File: config.mk
export PLATFORM = sky130hd
export DESIGN_NAME = dpac_port_ctrl
export DESIGN_NICKNAME = d
export VERILOG_FILES = /design/src/rtl/dpac_pkg.sv /design/src/rtl/dpac_sync.sv /design/src/rtl/dpac_port_ctrl.sv
export VERILOG_INCLUDE_DIRS = /design/src /design/src/rtl
export SDC_FILE = /design/constraint.sdc
export NUM_CORES = 1
export LEC_CHECK = 0
export ABC_CLOCK_PERIOD_IN_PS = 13370
export BUFFER_PORTS_ARGS = -buffer_cell sky130_fd_sc_hd__buf_2
export CORE_UTILIZATION = 25
export CTS_CLUSTER_DIAMETER = 40
export DETAILED_ROUTE_END_ITERATION = 16
export GPL_TIMING_DRIVEN = 0
export SYNTH_ARGS = -nofsm -noshare
export SYNTH_HDL_FRONTEND = slang
export SYNTH_HIERARCHICAL = 1
export SYNTH_SLANG_ARGS = --single-unit
File: constraint.sdc
create_clock -name clock -period 13.37 [get_ports clock]
set_clock_uncertainty 0.05 [all_clocks]
set_input_delay 0 -clock clock [delete_from_list [all_inputs] [get_ports clock]]
set_output_delay 0 -clock clock [all_outputs]
set_load 0.03 [all_outputs]
File: src/rtl/dpac_params.svh
// timing, offset, field and reset-value constants of the debug port access control
`ifndef DPAC_PARAMS_SVH
`define DPAC_PARAMS_SVH

// ----------------------------------------------------------------------
// register offsets (plain register port, word index)
// ----------------------------------------------------------------------
`define DPAC_OFS_CTRL      4'h0
`define DPAC_OFS_PORTSEL   4'h1
`define DPAC_OFS_STATUS    4'h2
`define DPAC_OFS_MBOX_IN   4'h3
`define DPAC_OFS_MBOX_OUT  4'h4

// ----------------------------------------------------------------------
// control register fields
// ----------------------------------------------------------------------
`define DPAC_CTRL_DBGEN    0
`define DPAC_CTRL_TOJTAG   1
`define DPAC_CTRL_CLRSPEED 2

// ----------------------------------------------------------------------
// status register fields
// ----------------------------------------------------------------------
`define DPAC_ST_LOCK       0
`define DPAC_ST_SWD        1
`define DPAC_ST_TAPRST     2
`define DPAC_ST_SPEED      3
`define DPAC_ST_DBGEN      4
`define DPAC_ST_PINS_LO    8
`define DPAC_ST_PINS_HI    10
`define DPAC_ST_TAP_LO     12
`define DPAC_ST_TAP_HI     15

// ----------------------------------------------------------------------
// reset values
// ----------------------------------------------------------------------
`define DPAC_RST_PORTSEL   3'h0
`define DPAC_RST_CTRL      3'h0

// ----------------------------------------------------------------------
// instruction codes
// ----------------------------------------------------------------------
`define DPAC_IR_EXTEST     4'h0
`define DPAC_IR_IDCODE     4'h1
`define DPAC_IR_SAMPLE     4'h2
`define DPAC_IR_DBGACC     4'h8
`define DPAC_IR_RSTREQ     4'h9
`define DPAC_IR_BYPASS     4'hF

// ----------------------------------------------------------------------
// timing
// ----------------------------------------------------------------------
`define DPAC_CLK_PS        4000
`define DPAC_KEY_WIN_NS    8000
`define DPAC_KEY_WIN_CYC   ((`DPAC_KEY_WIN_NS * 1000) / `DPAC_CLK_PS)
`define DPAC_TCK_MAX_MHZ   8
`define DPAC_TCK_MIN_CYC   ((1000000 / `DPAC_TCK_MAX_MHZ + `DPAC_CLK_PS - 1) / `DPAC_CLK_PS)
`define DPAC_CPU_RATIO_16  3
`define DPAC_CPU_RATIO_32  5

`endif

File: src/rtl/dpac_pkg.sv
// types shared by the debug port access control files
package dpac_pkg;

   // tap controller states
   typedef enum logic [3:0] {
      TAP_RESET, TAP_IDLE, TAP_SEL_DR, TAP_CAP_DR, TAP_SH_DR, TAP_EX1_DR,
      TAP_PAU_DR, TAP_EX2_DR, TAP_UPD_DR, TAP_SEL_IR, TAP_CAP_IR, TAP_SH_IR,
      TAP_EX1_IR, TAP_PAU_IR, TAP_EX2_IR, TAP_UPD_IR
   } dpac_tap_t;

   // debug port select setting
   typedef enum logic [2:0] {
      PS_JTAG4, PS_JTAG5, PS_SWD, PS_SWD_VIEW, PS_VIEW, PS_OFF
   } dpac_psel_t;

endpackage : dpac_pkg

File: src/rtl/dpac_sync.sv
// two-flop synchroniser, one per bit
`timescale 1ns/1ps
`default_nettype none

module dpac_sync #(
   parameter int W = 1
) (
   input  wire logic         clock,
   input  wire logic         rst,
   input  wire logic [W-1:0] din,
   output var  logic [W-1:0] dout
);

   // ------------------------------------------------------------------
   // per-bit flop pair; first stage is read only by the second
   // ------------------------------------------------------------------
   genvar i;
   generate
      for (i = 0; i < W; i++) begin : g_bit
         logic meta;
         always_ff @(posedge clock or posedge rst) begin
            if (rst) begin
               meta    <= 1'b0;
               dout[i] <= 1'b0;
            end else begin
               meta    <= din[i];
               dout[i] <= meta;
            end
         end
      end
   endgenerate

endmodule : dpac_sync

`default_nettype wire

File: src/rtl/dpac_port_ctrl.sv
// debug port access control: tap controller, port select, lockout, wire acquisition
//
// The register offsets and strobed register access are this design's own decisions.
`timescale 1ns/1ps
`default_nettype none

`include "dpac_params.svh"

module dpac_port_ctrl
   import dpac_pkg::*;
#(
   parameter int          BS_W     = 8,
   parameter logic [31:0] ID_CODE  = 32'h1234_5001,  // arbitrary value
   parameter logic [15:0] SWD_KEY  = 16'hA55A,       // arbitrary value
   parameter int          KEY_WIN  = `DPAC_KEY_WIN_CYC
) (
   input  wire logic            clock,
   input  wire logic            rst,
   // register port
   input  wire logic [3:0]      regAddr,
   input  wire logic [31:0]     regWrData,
   input  wire logic            regWrStb,
   input  wire logic            regRdStb,
   output var  logic [31:0]     regRdData,
   // link pins
   input  wire logic            tckPin,
   input  wire logic            tmsIn,
   output var  logic            tmsOut,
   output var  logic            tmsOe,
   input  wire logic            tdiPin,
   output var  logic            tdoOut,
   output var  logic            tdoOe,
   input  wire logic            tapResetLowPin,
   // boundary cells and system
   input  wire logic [BS_W-1:0] bsPinsIn,
   output var  logic [BS_W-1:0] bsPinsOut,
   output var  logic            bsDrive,
   input  wire logic            lockLatch,
   output var  logic            sysResetReq,
   output var  logic [4:0]      pinRelease
);

   // ------------------------------------------------------------------
   // pin synchronisers
   // ------------------------------------------------------------------
   logic [3:0] pinSync;
   dpac_sync #(.W(4)) uSync (
      .clock (clock),
      .rst   (rst),
      .din   ({tapResetLowPin, tdiPin, tmsIn, tckPin}),
      .dout  (pinSync)
   );
   logic tckS, tmsS, tdiS, trstLowS, tckPrev_r, tckRise, tckFall;
   assign tckS     = pinSync[0];
   assign tmsS     = pinSync[1];
   assign tdiS     = pinSync[2];
   assign trstLowS = pinSync[3];
   assign tckRise  = tckS & ~tckPrev_r;
   assign tckFall  = ~tckS & tckPrev_r;

   always_ff @(posedge clock or posedge rst) begin
      if (rst) tckPrev_r <= 1'b0;
      else     tckPrev_r <= tckS;
   end

   // ------------------------------------------------------------------
   // lockout latch caught once after reset release
   // ------------------------------------------------------------------
   logic locked_r, lockTaken_r;
   always_ff @(posedge clock or posedge rst) begin
      if (rst) begin
         locked_r    <= 1'b0;
         lockTaken_r <= 1'b0;
      end else if (!lockTaken_r) begin
         locked_r    <= lockLatch;
         lockTaken_r <= 1'b1;
      end
   end

   // ------------------------------------------------------------------
   // firmware settings
   // ------------------------------------------------------------------
   dpac_psel_t portSel_r;
   logic       dbgEn_r, toJtag_r, speedErr_r, swdActive_r;
   logic [31:0] mboxIn_r, mboxOut_r;
   logic       wrCtrl, wrPsel;
   assign wrCtrl = regWrStb && regAddr == `DPAC_OFS_CTRL;
   assign wrPsel = regWrStb && regAddr == `DPAC_OFS_PORTSEL;

   // debug enable is set-only: once on, only a fresh reset after reprogramming clears it
   always_ff @(posedge clock or posedge rst) begin
      if (rst) begin
         dbgEn_r  <= 1'b0;
         toJtag_r <= 1'b0;
      end else if (wrCtrl) begin
         if (regWrData[`DPAC_CTRL_DBGEN]) dbgEn_r <= 1'b1;
         toJtag_r <= regWrData[`DPAC_CTRL_TOJTAG];
      end
   end

   // port select resets to four-wire tap
   always_ff @(posedge clock or posedge rst) begin
      if (rst) portSel_r <= dpac_psel_t'(`DPAC_RST_PORTSEL);
      else if (wrPsel && regWrData[2:0] <= 3'(PS_OFF))
         portSel_r <= dpac_psel_t'(regWrData[2:0]);
   end

   // ------------------------------------------------------------------
   // mode decode
   // ------------------------------------------------------------------
   logic psJtag, psOff, tapOn, viewOn, trstUsed;
   assign psJtag   = portSel_r == PS_JTAG4 || portSel_r == PS_JTAG5;
   assign psOff    = portSel_r == PS_OFF;
   assign tapOn    = !locked_r && (psJtag || (swdActive_r && toJtag_r));
   assign viewOn   = !locked_r && (portSel_r == PS_VIEW || portSel_r == PS_SWD_VIEW);
   assign trstUsed = portSel_r == PS_JTAG5;

   // pins claimed: tck, tms, tdi, tdo, trst
   always_ff @(posedge clock or posedge rst) begin
      if (rst) pinRelease <= 5'h00;
      else if (locked_r || psOff) pinRelease <= 5'h1F;
      else if (portSel_r == PS_JTAG4) pinRelease <= 5'h10;  // four pins
      else if (portSel_r == PS_JTAG5) pinRelease <= 5'h00;  // five pins
      else if (portSel_r == PS_SWD) pinRelease <= 5'h1C;    // two pins
      else if (portSel_r == PS_VIEW) pinRelease <= 5'h17;   // one pin
      else pinRelease <= 5'h14;                             // three pins
   end

   // ------------------------------------------------------------------
   // test clock speed check: period between rises in clock cycles
   // ------------------------------------------------------------------
   localparam int MINCYC = (`DPAC_TCK_MIN_CYC > `DPAC_CPU_RATIO_32) ?
                           `DPAC_TCK_MIN_CYC : `DPAC_CPU_RATIO_32;
   logic [7:0] tckCnt_r;
   logic       tckSeen_r;
   always_ff @(posedge clock or posedge rst) begin
      if (rst) begin
         tckCnt_r   <= 8'h00;
         tckSeen_r  <= 1'b0;
         speedErr_r <= 1'b0;
      end else begin
         if (tckRise) begin
            tckCnt_r  <= 8'h01;
            tckSeen_r <= 1'b1;
         end else if (tckCnt_r != 8'hFF) begin
            tckCnt_r <= tckCnt_r + 8'h01;
         end
         // set wins over the clear
         if (tckRise && tckSeen_r && tckCnt_r < 8'(MINCYC))
            speedErr_r <= 1'b1;
         else if (wrCtrl && regWrData[`DPAC_CTRL_CLRSPEED])
            speedErr_r <= 1'b0;
      end
   end

   // ------------------------------------------------------------------
   // wire port acquisition inside the key window
   // ------------------------------------------------------------------
   logic [15:0] keyWin_r;
   logic [15:0] keyShift_r;
   logic [1:0]  ackCnt_r;
   always_ff @(posedge clock or posedge rst) begin
      if (rst) begin
         keyWin_r    <= 16'h0000;
         keyShift_r  <= 16'h0000;
         swdActive_r <= 1'b0;
      end else begin
         if (keyWin_r != 16'(KEY_WIN)) keyWin_r <= keyWin_r + 16'h0001;
         if (tckRise) keyShift_r <= {keyShift_r[14:0], tmsS};
         if (!locked_r && keyWin_r != 16'(KEY_WIN) && tckRise
             && {keyShift_r[14:0], tmsS} == SWD_KEY)
            swdActive_r <= 1'b1;
      end
   end

   // acknowledge driven on mode-select for three falling edges after acquisition
   logic swdRose_r;
   always_ff @(posedge clock or posedge rst) begin
      if (rst) begin
         swdRose_r <= 1'b0;
         ackCnt_r  <= 2'h0;
         tmsOut    <= 1'b0;
         tmsOe     <= 1'b0;
      end else begin
         swdRose_r <= swdActive_r;
         if (swdActive_r && !swdRose_r) ackCnt_r <= 2'h3;
         else if (tckFall && ackCnt_r != 2'h0) ackCnt_r <= ackCnt_r - 2'h1;
         // two-way only while not in tap mode
         tmsOe  <= swdActive_r && !toJtag_r && !psJtag && ackCnt_r != 2'h0;
         tmsOut <= ackCnt_r == 2'h3;
      end
   end

   // ------------------------------------------------------------------
   // tap state machine
   // ------------------------------------------------------------------
   dpac_tap_t tap_r, tap_nxt;
   always_comb begin
      unique case (tap_r)
         TAP_RESET:  tap_nxt = tmsS ? TAP_RESET  : TAP_IDLE;
         TAP_IDLE:   tap_nxt = tmsS ? TAP_SEL_DR : TAP_IDLE;
         TAP_SEL_DR: tap_nxt = tmsS ? TAP_SEL_IR : TAP_CAP_DR;
         TAP_CAP_DR: tap_nxt = tmsS ? TAP_EX1_DR : TAP_SH_DR;
         TAP_SH_DR:  tap_nxt = tmsS ? TAP_EX1_DR : TAP_SH_DR;
         TAP_EX1_DR: tap_nxt = tmsS ? TAP_UPD_DR : TAP_PAU_DR;
         TAP_PAU_DR: tap_nxt = tmsS ? TAP_EX2_DR : TAP_PAU_DR;
         TAP_EX2_DR: tap_nxt = tmsS ? TAP_UPD_DR : TAP_SH_DR;
         TAP_UPD_DR: tap_nxt = tmsS ? TAP_SEL_DR : TAP_IDLE;
         TAP_SEL_IR: tap_nxt = tmsS ? TAP_RESET  : TAP_CAP_IR;
         TAP_CAP_IR: tap_nxt = tmsS ? TAP_EX1_IR : TAP_SH_IR;
         TAP_SH_IR:  tap_nxt = tmsS ? TAP_EX1_IR : TAP_SH_IR;
         TAP_EX1_IR: tap_nxt = tmsS ? TAP_UPD_IR : TAP_PAU_IR;
         TAP_PAU_IR: tap_nxt = tmsS ? TAP_EX2_IR : TAP_PAU_IR;
         TAP_EX2_IR: tap_nxt = tmsS ? TAP_UPD_IR : TAP_SH_IR;
         TAP_UPD_IR: tap_nxt = tmsS ? TAP_SEL_DR : TAP_IDLE;
      endcase
   end

   // low-true tap reset only counts in five-wire mode; otherwise mode-select does it
   always_ff @(posedge clock or posedge rst) begin
      if (rst) tap_r <= TAP_RESET;
      else if (!tapOn || (trstUsed && !trstLowS)) tap_r <= TAP_RESET;
      else if (tckRise) tap_r <= tap_nxt;
   end

   // ------------------------------------------------------------------
   // instruction and data registers
   // ------------------------------------------------------------------
   logic [3:0]      ir_r, irSh_r;
   logic [31:0]     dr_r;
   logic [BS_W-1:0] bs_r;
   logic            byp_r;
   logic            dbgOk;
   assign dbgOk = dbgEn_r && !locked_r;

   always_ff @(posedge clock or posedge rst) begin
      if (rst) begin
         ir_r   <= `DPAC_IR_IDCODE;
         irSh_r <= 4'h0;
      end else if (tap_r == TAP_RESET) begin
         ir_r <= `DPAC_IR_IDCODE;
      end else if (tckRise) begin
         if (tap_r == TAP_CAP_IR) irSh_r <= 4'h1;
         else if (tap_r == TAP_SH_IR) irSh_r <= {tdiS, irSh_r[3:1]};
         else if (tap_r == TAP_UPD_IR) ir_r <= irSh_r;
      end
   end

   // shared data shifter; boundary cells and bypass kept apart
   always_ff @(posedge clock or posedge rst) begin
      if (rst) begin
         dr_r  <= 32'h0000_0000;
         bs_r  <= '0;
         byp_r <= 1'b0;
      end else if (tckRise && tap_r == TAP_CAP_DR) begin
         byp_r <= 1'b0;
         bs_r  <= bsPinsIn;
         if (ir_r == `DPAC_IR_IDCODE) dr_r <= ID_CODE;
         else if (ir_r == `DPAC_IR_DBGACC && dbgOk) dr_r <= mboxOut_r;
         else dr_r <= 32'h0000_0000;
      end else if (tckRise && tap_r == TAP_SH_DR) begin
         byp_r <= tdiS;
         bs_r  <= {tdiS, bs_r[BS_W-1:1]};
         dr_r  <= {tdiS, dr_r[31:1]};
      end
   end

   // update actions: boundary drive, mailbox, reset request
   always_ff @(posedge clock or posedge rst) begin
      if (rst) begin
         bsPinsOut   <= '0;
         bsDrive     <= 1'b0;
         mboxIn_r    <= 32'h0000_0000;
         sysResetReq <= 1'b0;
      end else begin
         sysResetReq <= 1'b0;
         bsDrive     <= tapOn && ir_r == `DPAC_IR_EXTEST;
         if (tckRise && tap_r == TAP_UPD_DR) begin
            if (ir_r == `DPAC_IR_EXTEST) bsPinsOut <= bs_r;
            if (ir_r == `DPAC_IR_DBGACC && dbgOk) mboxIn_r <= dr_r;
            if (ir_r == `DPAC_IR_RSTREQ && dr_r[31] && !psOff) sysResetReq <= 1'b1;
         end
      end
   end

   // tdo updates on every falling test clock; it is driven only while shifting
   always_ff @(posedge clock or posedge rst) begin
      if (rst) begin
         tdoOut <= 1'b0;
         tdoOe  <= 1'b0;
      end else if (tckFall) begin
         tdoOe <= tapOn && (tap_r == TAP_SH_DR || tap_r == TAP_SH_IR);
         if (tap_r == TAP_SH_IR) tdoOut <= irSh_r[0];
         else if (ir_r == `DPAC_IR_BYPASS) tdoOut <= byp_r;
         else if (ir_r == `DPAC_IR_EXTEST || ir_r == `DPAC_IR_SAMPLE) tdoOut <= bs_r[0];
         else tdoOut <= dr_r[0];
      end else if (!tapOn) begin
         tdoOe <= 1'b0;
      end
   end

   // ------------------------------------------------------------------
   // firmware mailbox and read path
   // ------------------------------------------------------------------
   always_ff @(posedge clock or posedge rst) begin
      if (rst) mboxOut_r <= 32'h0000_0000;
      else if (regWrStb && regAddr == `DPAC_OFS_MBOX_OUT) mboxOut_r <= regWrData;
   end

   logic [2:0] pinCount;
   assign pinCount = (locked_r || psOff) ? 3'd0 : portSel_r == PS_JTAG4 ? 3'd4 :
                     portSel_r == PS_JTAG5 ? 3'd5 : portSel_r == PS_SWD ? 3'd2 :
                     portSel_r == PS_VIEW ? 3'd1 : 3'd3;

   always_ff @(posedge clock or posedge rst) begin
      if (rst) regRdData <= 32'h0000_0000;
      else if (regRdStb) begin
         regRdData <= 32'h0000_0000;
         unique case (regAddr)
            `DPAC_OFS_CTRL:    regRdData[1:0] <= {toJtag_r, dbgEn_r};
            `DPAC_OFS_PORTSEL: regRdData[2:0] <= portSel_r;
            `DPAC_OFS_STATUS: begin
               regRdData[`DPAC_ST_LOCK]   <= locked_r;
               regRdData[`DPAC_ST_SWD]    <= swdActive_r;
               regRdData[`DPAC_ST_TAPRST] <= tap_r == TAP_RESET;
               regRdData[`DPAC_ST_SPEED]  <= speedErr_r;
               regRdData[`DPAC_ST_DBGEN]  <= dbgEn_r;
               regRdData[`DPAC_ST_PINS_HI:`DPAC_ST_PINS_LO] <= pinCount;
               regRdData[`DPAC_ST_TAP_HI:`DPAC_ST_TAP_LO]   <= tap_r;
            end
            `DPAC_OFS_MBOX_IN:  regRdData <= mboxIn_r;
            `DPAC_OFS_MBOX_OUT: regRdData <= mboxOut_r;
            default:            regRdData <= 32'h0000_0000;  // unmapped reads zero
         endcase
      end else regRdData <= 32'h0000_0000;
   end

   logic unusedView;
   assign unusedView = viewOn;

endmodule : dpac_port_ctrl

`default_nettype wire

After elaboration in Yosys (flattened, before gate mapping)
Cells that the tools add are included.
{ "word_totals": {"reg_bits": 229, "in_bits": 53, "word_cells": 207} }
{ "classes": {"add_sub_neg": 3, "n_lt_le_gt_ge": 2, "eq_ne": 35, "mux": 62, "bitwise_logic": 5, "reduce_logical": 61} }
{ "ops": {"columns": ["cell", "count"], "rows": [
  ["$mux 32", 5],
  ["$mux 4", 14],
  ["$pmux 4 s12", 1],
  ["$eq 4x4->1 const B", 11],
  ["$mux 8", 4],
  ["$pmux 16 s2", 1],
  ["$logic_and 1x1->1", 27],
  ["$eq 4x2->1 const B", 5],
  ["$eq 4x3->1 const B", 5],
  ["$reduce_bool 2->1", 9],
  ["$add 16x1->16 const B", 1],
  ["$eq 16x16->1 const B", 1],
  ["$mux 2", 8],
  ["$ne 16x11->1 const B", 1],
  ["$mux 3", 5],
  ["$mux 5", 3],
  ["$mux 1", 14],
  ["$eq 4x1->1 const B", 3],
  ["$logic_not 4->1", 3],
  ["$pmux 4 s3", 1],
  ["$pmux 2 s5", 1],
  ["$pmux 3 s3", 1],
  ["$add 8x1->8 const B", 1],
  ["$lt 8x6->1 const B", 1],
  ["22 further kinds", 42]
]} }

Logic depth before layout (Yosys ltp)
Gate-level depths: netlist of run 1.
{ "logic_depth": {"word_depth": 8, "depth_mapped": 7} }

Modules after synthesis
Netlist of run 1, hierarchy kept.
{ "by_module_without_submodules": {"columns": ["module", "instances", "cells_each", "area_per_inst_um2", "seq_area_each_um2"], "rows": [
  ["dpac_port_ctrl", 1, 844, 9663.0, 5506.5],
  ["dpac_sync", 1, 9, 203.9, 200.2]
]} }

Worst setup path after synthesis of run 1
Ideal clock, no wire load.
{ "synth_path": {"kind": "register to register", "startpoint": "register tap_r[1]", "endpoint": "register dr_r[1]", "t_arrival_ns": 1.744, "required_ns": 13.197, "slack_ns": 11.453, "stages_incl_launch_ff": 8, "n_path_buf": 3, "path_cell_list": "dfrtp_1 buf_6 or4b_4 buf_6 a21o_4 buf_6 a221oi_2 nor2_1"} }
{ "synth_between": {"elab_chain_cells": 3, "elab_cells_between_ends": 6} }
{ "synth_rtl": {"columns": ["element", "line", "text"], "rows": [
  ["from (decl)", "dpac_port_ctrl.sv:197", "dpac_tap_t tap_r, tap_nxt;"],
  ["from (signal assigned)", "dpac_port_ctrl.sv:223", "else if (tckRise) tap_r <= tap_nxt;"],
  ["$eq 4x2->1 or $eq 4x3->1 (tied branches)", "dpac_port_ctrl.sv:255, dpac_port_ctrl.sv:261", null],
  ["$logic_and 1x1->1, on equally long branches", "dpac_port_ctrl.sv:255, dpac_port_ctrl.sv:261", null],
  ["$mux 32 or $reduce_bool 2->1 (tied branches)", null, null],
  ["to (signal assigned)", "dpac_port_ctrl.sv:259", "else if (ir_r == `DPAC_IR_DBGACC && dbgOk) dr_r <= mboxOut_r;"],
  ["to (signal assigned)", "dpac_port_ctrl.sv:264", "dr_r <= {tdiS, dr_r[31:1]};"],
  ["to (decl)", "dpac_port_ctrl.sv:230", "logic [31:0] dr_r;"]
]} }
Several ways; a longest one is shown, not always the timed one.
A chain may end at the register's enable or synchronous reset.

Worst setup path in the final report of run 1
{ "layout_path": {"startpoint": "register tap_r[3]", "endpoint": "register bsPinsOut[4]"} }
{ "layout_between": {"elab_chain_cells": 3} }
{ "layout_rtl": {"columns": ["element", "line", "text"], "rows": [
  ["$eq 4x4->1", "dpac_port_ctrl.sv:278", "if (tckRise && tap_r == TAP_UPD_DR) begin"],
  ["$logic_and 1x1->1", "dpac_port_ctrl.sv:278", null],
  ["$reduce_and 2->1 (no line)", null, null],
  ["to (signal assigned)", "dpac_port_ctrl.sv:279", "if (ir_r == `DPAC_IR_EXTEST) bsPinsOut <= bs_r;"],
  ["to (decl)", "dpac_port_ctrl.sv:36", "output var logic [BS_W-1:0] bsPinsOut,"]
]} }
Every way passes these cells.

==> results.md, run 1 <==
- Outcome: finished clean
- Filler cells: 3946
- Combinational share of power: 8.1%
- # setup viols final: 0
- Routed WL per cell: 16.33 um
- Sequential share of power: 47.1%
- Sw Pwr: 423.4 uW
- Crit. End Element: register
- Worst hold path class: primary input to register
- TritonRoute pass-1 iters: 6
- Unrepaired setup endpoints after global routing: no
- Placed Area: 0.01106 mm2
- Setup TNS: 0 ns
- Clock latency on the worst-skew pair: 0.56 ns
- Full die area: 0.04027 mm2
- # DRC: 0
- Cell Int Power: 1.236 mW
- Crit path kind: register to register
- Cell variety after synth: 67
- Hold Path Depth: 2
- Ant. Diodes: 0
- Post-Syn Nets: 911
- R2R Path Start: tap_r[3]$_DFFE_PP0P_
- DR vias: 7362
- Post-CTS Hold Buffers: 56
- Final Hold Viols: 0
- Crit-path max cell delay: 0.48 ns
- Slew margin rel.: 35.46%
- Post-synth top flop: dfrtp_1
- Fin crit share: 17.46%
- Gate Count Post-Synth: 853
- Design area: 0.01255 mm2
- Total GRT Usage: 12.84%
- Design Power: 1.659 mW
- Fin util: 32.31%
- CP delay by family, top: simple AND/OR/NAND/NOR gates
- Critical-path maximum fanout: 10
- Synthesized area: 0.009867 mm2
- Area delta synth->final: 27.15%
- Placer Congestion: 0.8478
- Number of flops mapped to enable cells by yosys: 0
- Die X: 200.7 um
- Number of stages on the worst setup path: 5
- Least-Margin Pin Slew: 0.9681 ns
- Fmax: 0.4284 GHz
- Critical path's slowest cell: nand3_1
- Layout cells sized above 1: 25.89%
- Post-CTS resize count: 0
- Final HPWL DP: 17950 um
- Crit path from: tap_r[3]$_DFFE_PP0P_
- DR iter-0 viols: 670
- Peak VDD IR: 0.00009787 V
- Max Cap Viol: 0
- Worst path required time: 13.74 ns
- Vias in the first global route: 7324
- Slew Viols, Final: 0
- CTS max path bufs: 3
- Pre-CTS setup slack: 10.96 ns
- Overflow after GRT: 0
- Buf/Inv on CP: 1
- Final wirelength: 25800 um
- Setup Buffers After CTS: 0
- Row count: 72
- Register area share after synthesis: 57.84%
- P_leak: 5.761 nW
- Setup ws final: 11.04 ns
- CTS tree: done
- Final nets: 1100
- Largest net degree at the start of global routing: 119
- Via-to-Cell Ratio: 4.659
- Die height: 200.7 um
- Post-Syn Area per Cell: 11.57 um2
- WP data arrival: 2.70 ns
- Initial antenna violation count: 0
- Worst-path clk slew: 0.06 ns
- Worst flop-to-flop path endpoint: bsPinsOut[4]$_DFFE_PP0P_
- Synth Register Bits: 228
- First-pass GRT wire length: 41420 um
- CTS buffer count: 29
- Initial Util: 25.41%
- Asr flop ratio synth: 100.0%
- CP Cell Sequence: buf_2 > nor2b_1 > nor4b_2 > nand3_1 > mux2_2
- CP startpoint kind: register
- Post-route ant nets: 0
- Switching Share: 25.52%
- Setup crit end: bsPinsOut[4]$_DFFE_PP0P_
- R2R Setup Slk: 11.04 ns
- Num Clock Sinks: 228
- Pwr dens: 132.2 mW/mm2
- IO buf count: 101
- Num ports: 104
- CTS root buf: clkbuf_16
- Minimum clock period: 2.334 ns
- # H-tree levels: 1
- Synth warn: 6
- Worst-case reg-to-reg path depth: 5
- Core area: 0.03883 mm2
- Clock power share: 44.7%
[metal layers]
layer	up-vias	share of wire (%)	global-route usage (%)
met5	-	0	0
met4	0	2.1	3.599
met3	45	5.6	2.305
met2	207	46	20.35
met1	3696	46	17.92
li1	3414	-	-
[power by group through the flow]
stage	Combinational, mW	Sequential [mW]	Clock [mW]
floorplan	0.0790	0.784	0
global placement	0.118	0.793	0
detailed placement	0.121	0.794	0
CTS	0.137	0.782	0.764
global route	0.151	0.789	0.794
finish	0.135	0.782	0.742
[logic make-up after synthesis]
group | after synthesis | share of synthesized area, %
AO/OA/AOI/OAI | 161 | 12.60
XOR/XNOR | 18 | 1.598
adder cells (fa/ha/maj) | 5 | 0.6340
buffers and inverters | 69 | 3.398
flip-flops | 228 | 57.84
multiplexers | 81 | 9.219
other | 1 | 0.03801
AND/OR/NAND/NOR | 290 | 14.67
[worst register-to-register path, stage by stage (launching register included)]
cell and delay [ns]:
dfrtp_1 0.32, buf_2 0.21, nor2b_1 0.28, nor4b_2 0.44, nand3_1 0.48, mux2_2 0.43
[state kept, by name (all words and copies together) (netlist names), 8 cells and up]
register / flops
dr_r: 32
mboxIn_r: 32
mboxOut_r: 32
regRdData: 32
keyWin_r: 16
keyShift_r: 15
bsPinsOut: 8
bs_r: 8
tckCnt_r: 8
[metrics by stage]
stage                     hold slack [ns]  std cells
after floorplan                   -0.2343        853
final                             0.04556       1580
after CTS                        0.008536       1580
after global routing              0.02925       1580
after detailed placement         -0.04545       1473
after global placement           -0.09448       1472
[cells in the mapped netlist (4+ instances only)]
library cell | number | area [um2]
dfrtp_1 | 227 | 5680
nor2_1 | 92 | 345.3
nand2_1 | 89 | 334.1
mux2_2 | 71 | 799.5
clkbuf_1 | 34 | 127.6
a21oi_1 | 30 | 150.1
o21ai_0 | 30 | 150.1
nor2b_1 | 29 | 181.4
a22oi_1 | 21 | 157.7
a221oi_2 | 20 | 300.3
nand3_1 | 16 | 80.08
inv_1 | 14 | 52.55
a222oi_1 | 10 | 100.1
xnor2_1 | 10 | 87.58
and3_1 | 9 | 56.30
buf_6 | 8 | 90.09
mux2_1 | 8 | 90.09
nand2b_1 | 8 | 50.05
o22ai_1 | 8 | 50.05
xor2_1 | 8 | 70.07
buf_2 | 7 | 35.03
nand4_1 | 7 | 43.79
a221oi_1 | 6 | 52.55
nor4b_1 | 6 | 52.55
o31ai_1 | 6 | 45.04
ha_1 | 5 | 62.56
buf_1 | 4 | 15.01
nor3_1 | 4 | 20.02
o211ai_1 | 4 | 30.03
[placed cells by master (no fill, tap or decap), drive strengths merged, types with 8 or more instances in the layout]
cell,Yosys,final
nand2b,8,8
a221oi,26,26
a21oi,31,31
buf,21,123
a22oi,21,21
o22ai,8,8
dfrtp,227,227
nor2,93,93
nor2b,29,29
o21ai,33,33
mux2,79,79
nor4b,8,8
xnor2,10,10
dlygate4sd3,0,56
a222oi,10,10
xor2,8,8
inv,14,18
nand3,16,16
nand2,90,90
and3,9,9
clkbuf,34,69
clkinv,0,8
[final cells by class]
cell class                 count  area, um2  share of cell area, %
buffer                        55      282.8                  2.254
clock buffer                  35      778.2                  6.203
clock inverter                16      143.9                  1.147
inverter                      14      60.06                 0.4787
multi-input combinational    556       3832                  30.55
sequential                   228       5707                  45.49
tap                          518      648.1                  5.166
timing repair buffer         158       1094                  8.716
[how the worst min path moves through the flow]
| stage | from | to | slack [ns] |
|---|---|---|---|
| global route | tckPin | uSync/g_bit[0].meta$_DFF_PP0_ | 0.03 |
| detailed placement | rst | uSync/g_bit[1].meta$_DFF_PP0_ | -0.05 |
| floorplan | rst | uSync/dout[0]$_DFF_PP0_ | -0.23 |
| finish | tapResetLowPin | uSync/g_bit[3].meta$_DFF_PP0_ | 0.05 |
| CTS | regAddr[1] | regRdData[0]$_DFF_PP0_ | 0.009 |
| global placement | rst | uSync/g_bit[1].meta$_DFF_PP0_ | -0.09 |
No activity file was read; power rests on OpenSTA's default activity.
==> inputs of run 2 (changes only) <==
Settings changed: ABC_CLOCK_PERIOD_IN_PS 13370 to 2000.
Clock period 13.37 ns to 2 ns, I/O delays scaled along.
==> run 2 against run 1 <==
The flow now finishes with violations (negative setup slack). Register-to-register slack worse by 11 ns. Count of clock-buffer cells in the layout increased by 2. Combinational power increased to 7.0 times the previous value. Power grew to 6.9 times the previous value. Design area rose by 3.5%. Largest power group unchanged. Highest routed layer unchanged.
==> results.md, run 2 (synthesis results as in run 1) <==
- CTS root buf: clkbuf_16
- Most used cell, CP: buf_8
- Number of stages on the worst setup path: 6
- Fin util: 33.43%
- # H-tree levels: 1
- Pre-CTS setup slack: -0.3889 ns
- Placer Congestion: 0.8645
- Crit-path max cell delay: 0.57 ns
- Largest net degree at the start of global routing: 41
- DR iter-0 viols: 621
- Pwr dens: 879.8 mW/mm2
- WP data arrival: 2.40 ns
- Initial Util: 25.41%
- Initial antenna violation count: 1
- Placed Area: 0.01114 mm2
- Routed WL per cell: 16.57 um
- Commonest non-fill, non-tap cell in the layout: dfrtp_1
- Final nets: 1118
- Area delta synth->final: 31.56%
- CTS max path bufs: 3
- Final HPWL DP: 18340 um
- Most frequent cells in the layout: dfrtp_1 (223), buf_2 (105), nor2_1 (92)
- Core area: 0.03883 mm2
- Die height: 200.7 um
- CP delay by family, top: simple AND/OR/NAND/NOR gates
- IO buf count: 101
- DR vias: 7438
- Layout cells sized above 1: 29.43%
- R2R Path Start: tap_r[3]$_DFFE_PP0P_
- Worst hold path class: primary input to register
- CTS buffer count: 30
- Hold Path Origin: tdiPin
- Critical path's slowest cell: or4b_4
- Peak VDD IR: 0.0006117 V
- R2R Setup Slk: -0.01 ns
- Slew margin rel.: 55.37%
- Setup ws final: -0.01287 ns
- First-pass GRT wire length: 42450 um
- Vias in the first global route: 7453
- CP startpoint kind: register
- Max Cap Viol: 0
- Via-to-Cell Ratio: 4.640
- Total GRT Usage: 13.10%
- Unrepaired setup endpoints after global routing: yes
- TritonRoute pass-1 iters: 5
- Num Clock Sinks: 228
- Worst path required time: 2.39 ns
- Fin crit share: 100.6%
- P_leak: 5.979 nW
- Full die area: 0.04027 mm2
- Fmax: 0.4968 GHz
- Num ports: 104
- Buf/Inv on CP: 2
- Die X: 200.7 um
- Failing checks: negative setup slack
- Worst-case reg-to-reg path depth: 6
- Setup TNS: -0.02148 ns
- Least-Margin Pin Slew: 0.6694 ns
- Minimum clock period: 2.013 ns
- # DRC: 0
- Overflow after GRT: 0
- Crit. End Element: register
- Crit path kind: register to register
- CP Cell Sequence: or4b_4 > buf_8 > a21o_4 > buf_8 > a221oi_2 > nor2_1
- CTS tree: done
- Final Hold Viols: 0
- Slew Viols, Final: 0
- Critical-path maximum fanout: 10
- Post-route ant nets: 0
- # setup viols final: 3
- Outcome: finished with violations
- Final wirelength: 26560 um
- Design area: 0.01298 mm2
- Row count: 72
- Hold Path Depth: 2
- Worst-path clk slew: 0.06 ns
- Clock latency on the worst-skew pair: 0.57 ns
- Crit path from: tap_r[3]$_DFFE_PP0P_
## run 2: cell types whose count changed in the layout (fill, tap and decap cells not counted), moves of 5 or more
cell           before  now
dlygate4sd3_1      56   61
clkbuf_1           37   24
buf_4               2   13
buf_12              0    7
clkbuf_2            0   11
## run 2: timing repair
item	4_1_cts	5_1_grt
pin swaps	2	4
gates resized for setup	28	28
endpoints found under the setup margin	107	175
cloned	0	0
setup buffers	4	5
hold endpoints to repair	151	0
hold buffers	61	0
## run 2: worst reg2reg max path: cells and delay by family, from the launching register on
family | cells | cell delay, ns
AO/OA/AOI/OAI | 2 | 0.44
buffers and inverters | 2 | 0.31
flip-flops | 1 | 0.47
AND/OR/NAND/NOR | 2 | 0.65
## run 2: final timing paths
| kind | endpoint |
|---|---|
| setup / recovery | dr_r[24]$_DFFE_PP0P_ |
| hold / removal | uSync/g_bit[2].meta$_DFF_PP0_ |
| setup reg to reg | dr_r[24]$_DFFE_PP0P_ |
| hold reg to reg | uSync/dout[3]$_DFF_PP0_ |
| max in group asynchronous | mboxOut_r[10]$_DFFE_PP0P_ |
| min in group asynchronous | uSync/g_bit[2].meta$_DFF_PP0_ |
## run 2: report_power, final
part	internal (mW)	switching [mW]	leakage (nW)
Sequential	4.92	0.319	2.98
Clock	3.08	2.16	0.478
Combinational	0.453	0.492	2.52
## run 2: stage by stage
| step | total power, mW | instances | hold slack, ns |
|---|---|---|---|
| 2_1_floorplan | 5.770 | 853 | -0.2343 |
| 3_3_place_gp | 6.088 | 1472 | -0.07405 |
| 3_5_place_dp | 6.132 | 1478 | -0.06528 |
| 4_1_cts | 11.54 | 1599 | 0.0006259 |
| 5_1_grt | 11.92 | 1603 | 0.01524 |
| 6_report | 11.42 | 1603 | 0.03437 |
## run 2: final cells by class
type / instances / area (um2)
antenna: 1 / 2.502
buffer: 53 / 331.6
clock buffer: 37 / 818.3
clock inverter: 19 / 170.2
fill: 3892 / 25850
inverter: 14 / 56.30
multi-input combinational: 556 / 3939
sequential: 228 / 5712
tap: 518 / 648.1
timing repair buffer: 177 / 1304
## run 2: per-layer routing
layer / GRT usage (%) / vias to the layer above / wire length [um] / part of all wire (%)
met5: 0 / - / 0 / 0
met1: 18.51 / 3719 / 12420 / 47
met4: 3.571 / 0 / 700 / 2.6
met3: 2.370 / 57 / 1210 / 4.6
met2: 20.52 / 201 / 12230 / 46
li1: - / 3461 / - / -
==> inputs of run 3 (changes only) <==
Settings changed: HOLD_SLACK_MARGIN set to 0.1.
==> run 3 against run 2 <==
The run still ends with negative setup slack left. Wire length down 0.40%. Register-to-register slack barely moved. Maximum frequency is 0.29% lower. Die area did not move. Critical endpoint unchanged. Largest power group unchanged.
==> results.md, run 3 (synthesis results as in run 1) <==
- # setup viols final: 3
- Post-route ant nets: 0
- TritonRoute pass-1 iters: 5
- Via-to-Cell Ratio: 4.635
- Commonest non-fill, non-tap cell in the layout: dfrtp_1
- Top sig layer: met4
- Die height: 200.7 um
- Register Area: 0.005712 mm2
- CTS max path bufs: 3
- Outcome: finished with violations
- Routed WL per cell: 16.41 um
- WP data arrival: 2.41 ns
- Worst-path clk slew: 0.06 ns
- # H-tree levels: 1
- Fmax: 0.4954 GHz
- Minimum clock period: 2.019 ns
- Sequential share of power: 45.8%
- Initial antenna violation count: 1
- Placer Congestion: 0.8645
- Crit. End Element: register
- Non-Filler Instances: 1612
- Vias in the first global route: 7478
- CTS root buf: clkbuf_16
- Layout cells sized above 1: 29.09%
- Total GRT Usage: 13.18%
- Slew margin rel.: 55.99%
- Clock power share: 45.9%
- Failing checks: negative setup slack
- Critical-path maximum fanout: 10
- Sw Pwr: 2.971 mW
- Pwr dens: 875.5 mW/mm2
- Worst path required time: 2.39 ns
- Met3 WL: 1316 um
- Row count: 72
- Die X: 200.7 um
- DR vias: 7472
- Multi-input logic area: 0.003925 mm2
- Num Clock Sinks: 228
- Fin crit share: 100.9%
- Full die area: 0.04027 mm2
- # DRC: 0
- Cell Int Power: 8.460 mW
- Placed cells: 1478
- Final wirelength: 26460 um
- Slew Viols, Final: 0
- CTS buffer count: 30
- Combinational share of power: 8.3%
- Initial Util: 25.41%
- CP startpoint kind: register
- Final Hold Viols: 0
- Design Power: 11.43 mW
- CTS tree: done
- Final nets: 1127
- M1 WL: 12270 um
- Largest net degree at the start of global routing: 41
- Most frequent cells in the layout: dfrtp_1 (223), buf_2 (105), nor2_1 (92)
- Switching Share: 25.99%
- DR iter-0 viols: 611
- Fin util: 33.63%
- Core area: 0.03883 mm2
- Overflow after GRT: 0
- Filler cells: 3888
- Final HPWL DP: 18340 um
- Clock latency on the worst-skew pair: 0.57 ns
- Met2 wire len: 12110 um
- First-pass GRT wire length: 42680 um
- Least-Margin Pin Slew: 0.6601 ns
- Peak VDD IR: 0.0006133 V
- Worst hold path class: primary input to register
- Crit path kind: register to register
- P_leak: 6.013 nW
- Unrepaired setup endpoints after global routing: yes
- Max Cap Viol: 0
- Num ports: 104
- IO buf count: 101
- Area delta synth->final: 32.34%
- R2R Setup Slk: -0.02 ns
- Setup ws final: -0.01871 ns
[run 3: layout make-up]
cell class | instances | area share, %
Clock inverter | 19 | 1.303
Inverter | 14 | 0.4312
Timing Repair Buffer | 186 | 10.67
Multi-Input combinational cell | 556 | 30.06
Buffer | 53 | 2.539
Antenna cell | 1 | 0.01916
Sequential cell | 228 | 43.74
Clock buffer | 37 | 6.267
Tap cell | 518 | 4.964
[run 3: path summary, 6_finish.rpt]
| kind | startpoint | end | cells past startpoint |
|---|---|---|---|
| min in group asynchronous | rst | uSync/g_bit[2].meta$_DFF_PP0_ | 4 |
| hold / removal | regWrData[28] | mboxOut_r[28]$_DFFE_PP0P_ | 3 |
| setup reg to reg | tap_r[3]$_DFFE_PP0P_ | dr_r[24]$_DFFE_PP0P_ | 6 |
| setup / recovery | tap_r[3]$_DFFE_PP0P_ | dr_r[24]$_DFFE_PP0P_ | 6 |
| hold reg to reg | uSync/g_bit[3].meta$_DFF_PP0_ | uSync/dout[3]$_DFF_PP0_ | 0 |
| max in group asynchronous | rst | mboxOut_r[10]$_DFFE_PP0P_ | 8 |
[run 3: timing repair]
| action | in CTS | in global routing |
|---|---|---|
| buffers inserted | 4 | 5 |
| gates resized for setup | 28 | 26 |
| pin swaps | 2 | 3 |
| hold endpoints to repair | 162 | 0 |
| endpoints found under the setup margin | 107 | 172 |
| hold buffers | 70 | 0 |
[run 3: critical path: stages, from the launching register on]
cell	delay, ns
dfrtp_2	0.47
or4b_4	0.58
buf_8	0.14
a21o_4	0.25
buf_8	0.16
a221oi_2	0.18
nor2_1	0.07
[run 3: metal layers]
| metal | vias up | track usage (%) |
|---|---|---|
| met5 | - | 0 |
| met1 | 3735 | 18.59 |
| met4 | 0 | 3.953 |
| li1 | 3473 | - |
| met3 | 54 | 2.386 |
| met2 | 210 | 20.50 |
[run 3: per-stage QoR]
| stage | hold slack [ns] | setup TNS [ns] | cell area [um2] | worst slack (ns) |
|---|---|---|---|---|
| after floorplan | -0.2343 | -201.06 | 9871 | -0.9173 |
| after global routing | 0.1483 | -1.168 | 13060 | -0.07258 |
| after detailed placement | -0.06528 | -15.13 | 11140 | -0.3889 |
| after CTS | 0.1053 | -0.1094 | 12950 | -0.03041 |
| after global placement | -0.07405 | -527.38 | 11020 | -2.359 |
| final | 0.1521 | -0.02177 | 13060 | -0.01871 |
[run 3: power by group through the flow]
stage	logic, mW	clock network (mW)	registers, mW
after floorplan	0.529	0	5.24
after global placement	0.786	0	5.30
after detailed placement	0.827	0	5.30
after CTS	0.960	5.37	5.23
after global routing	1.06	5.58	5.29
final	0.951	5.24	5.24
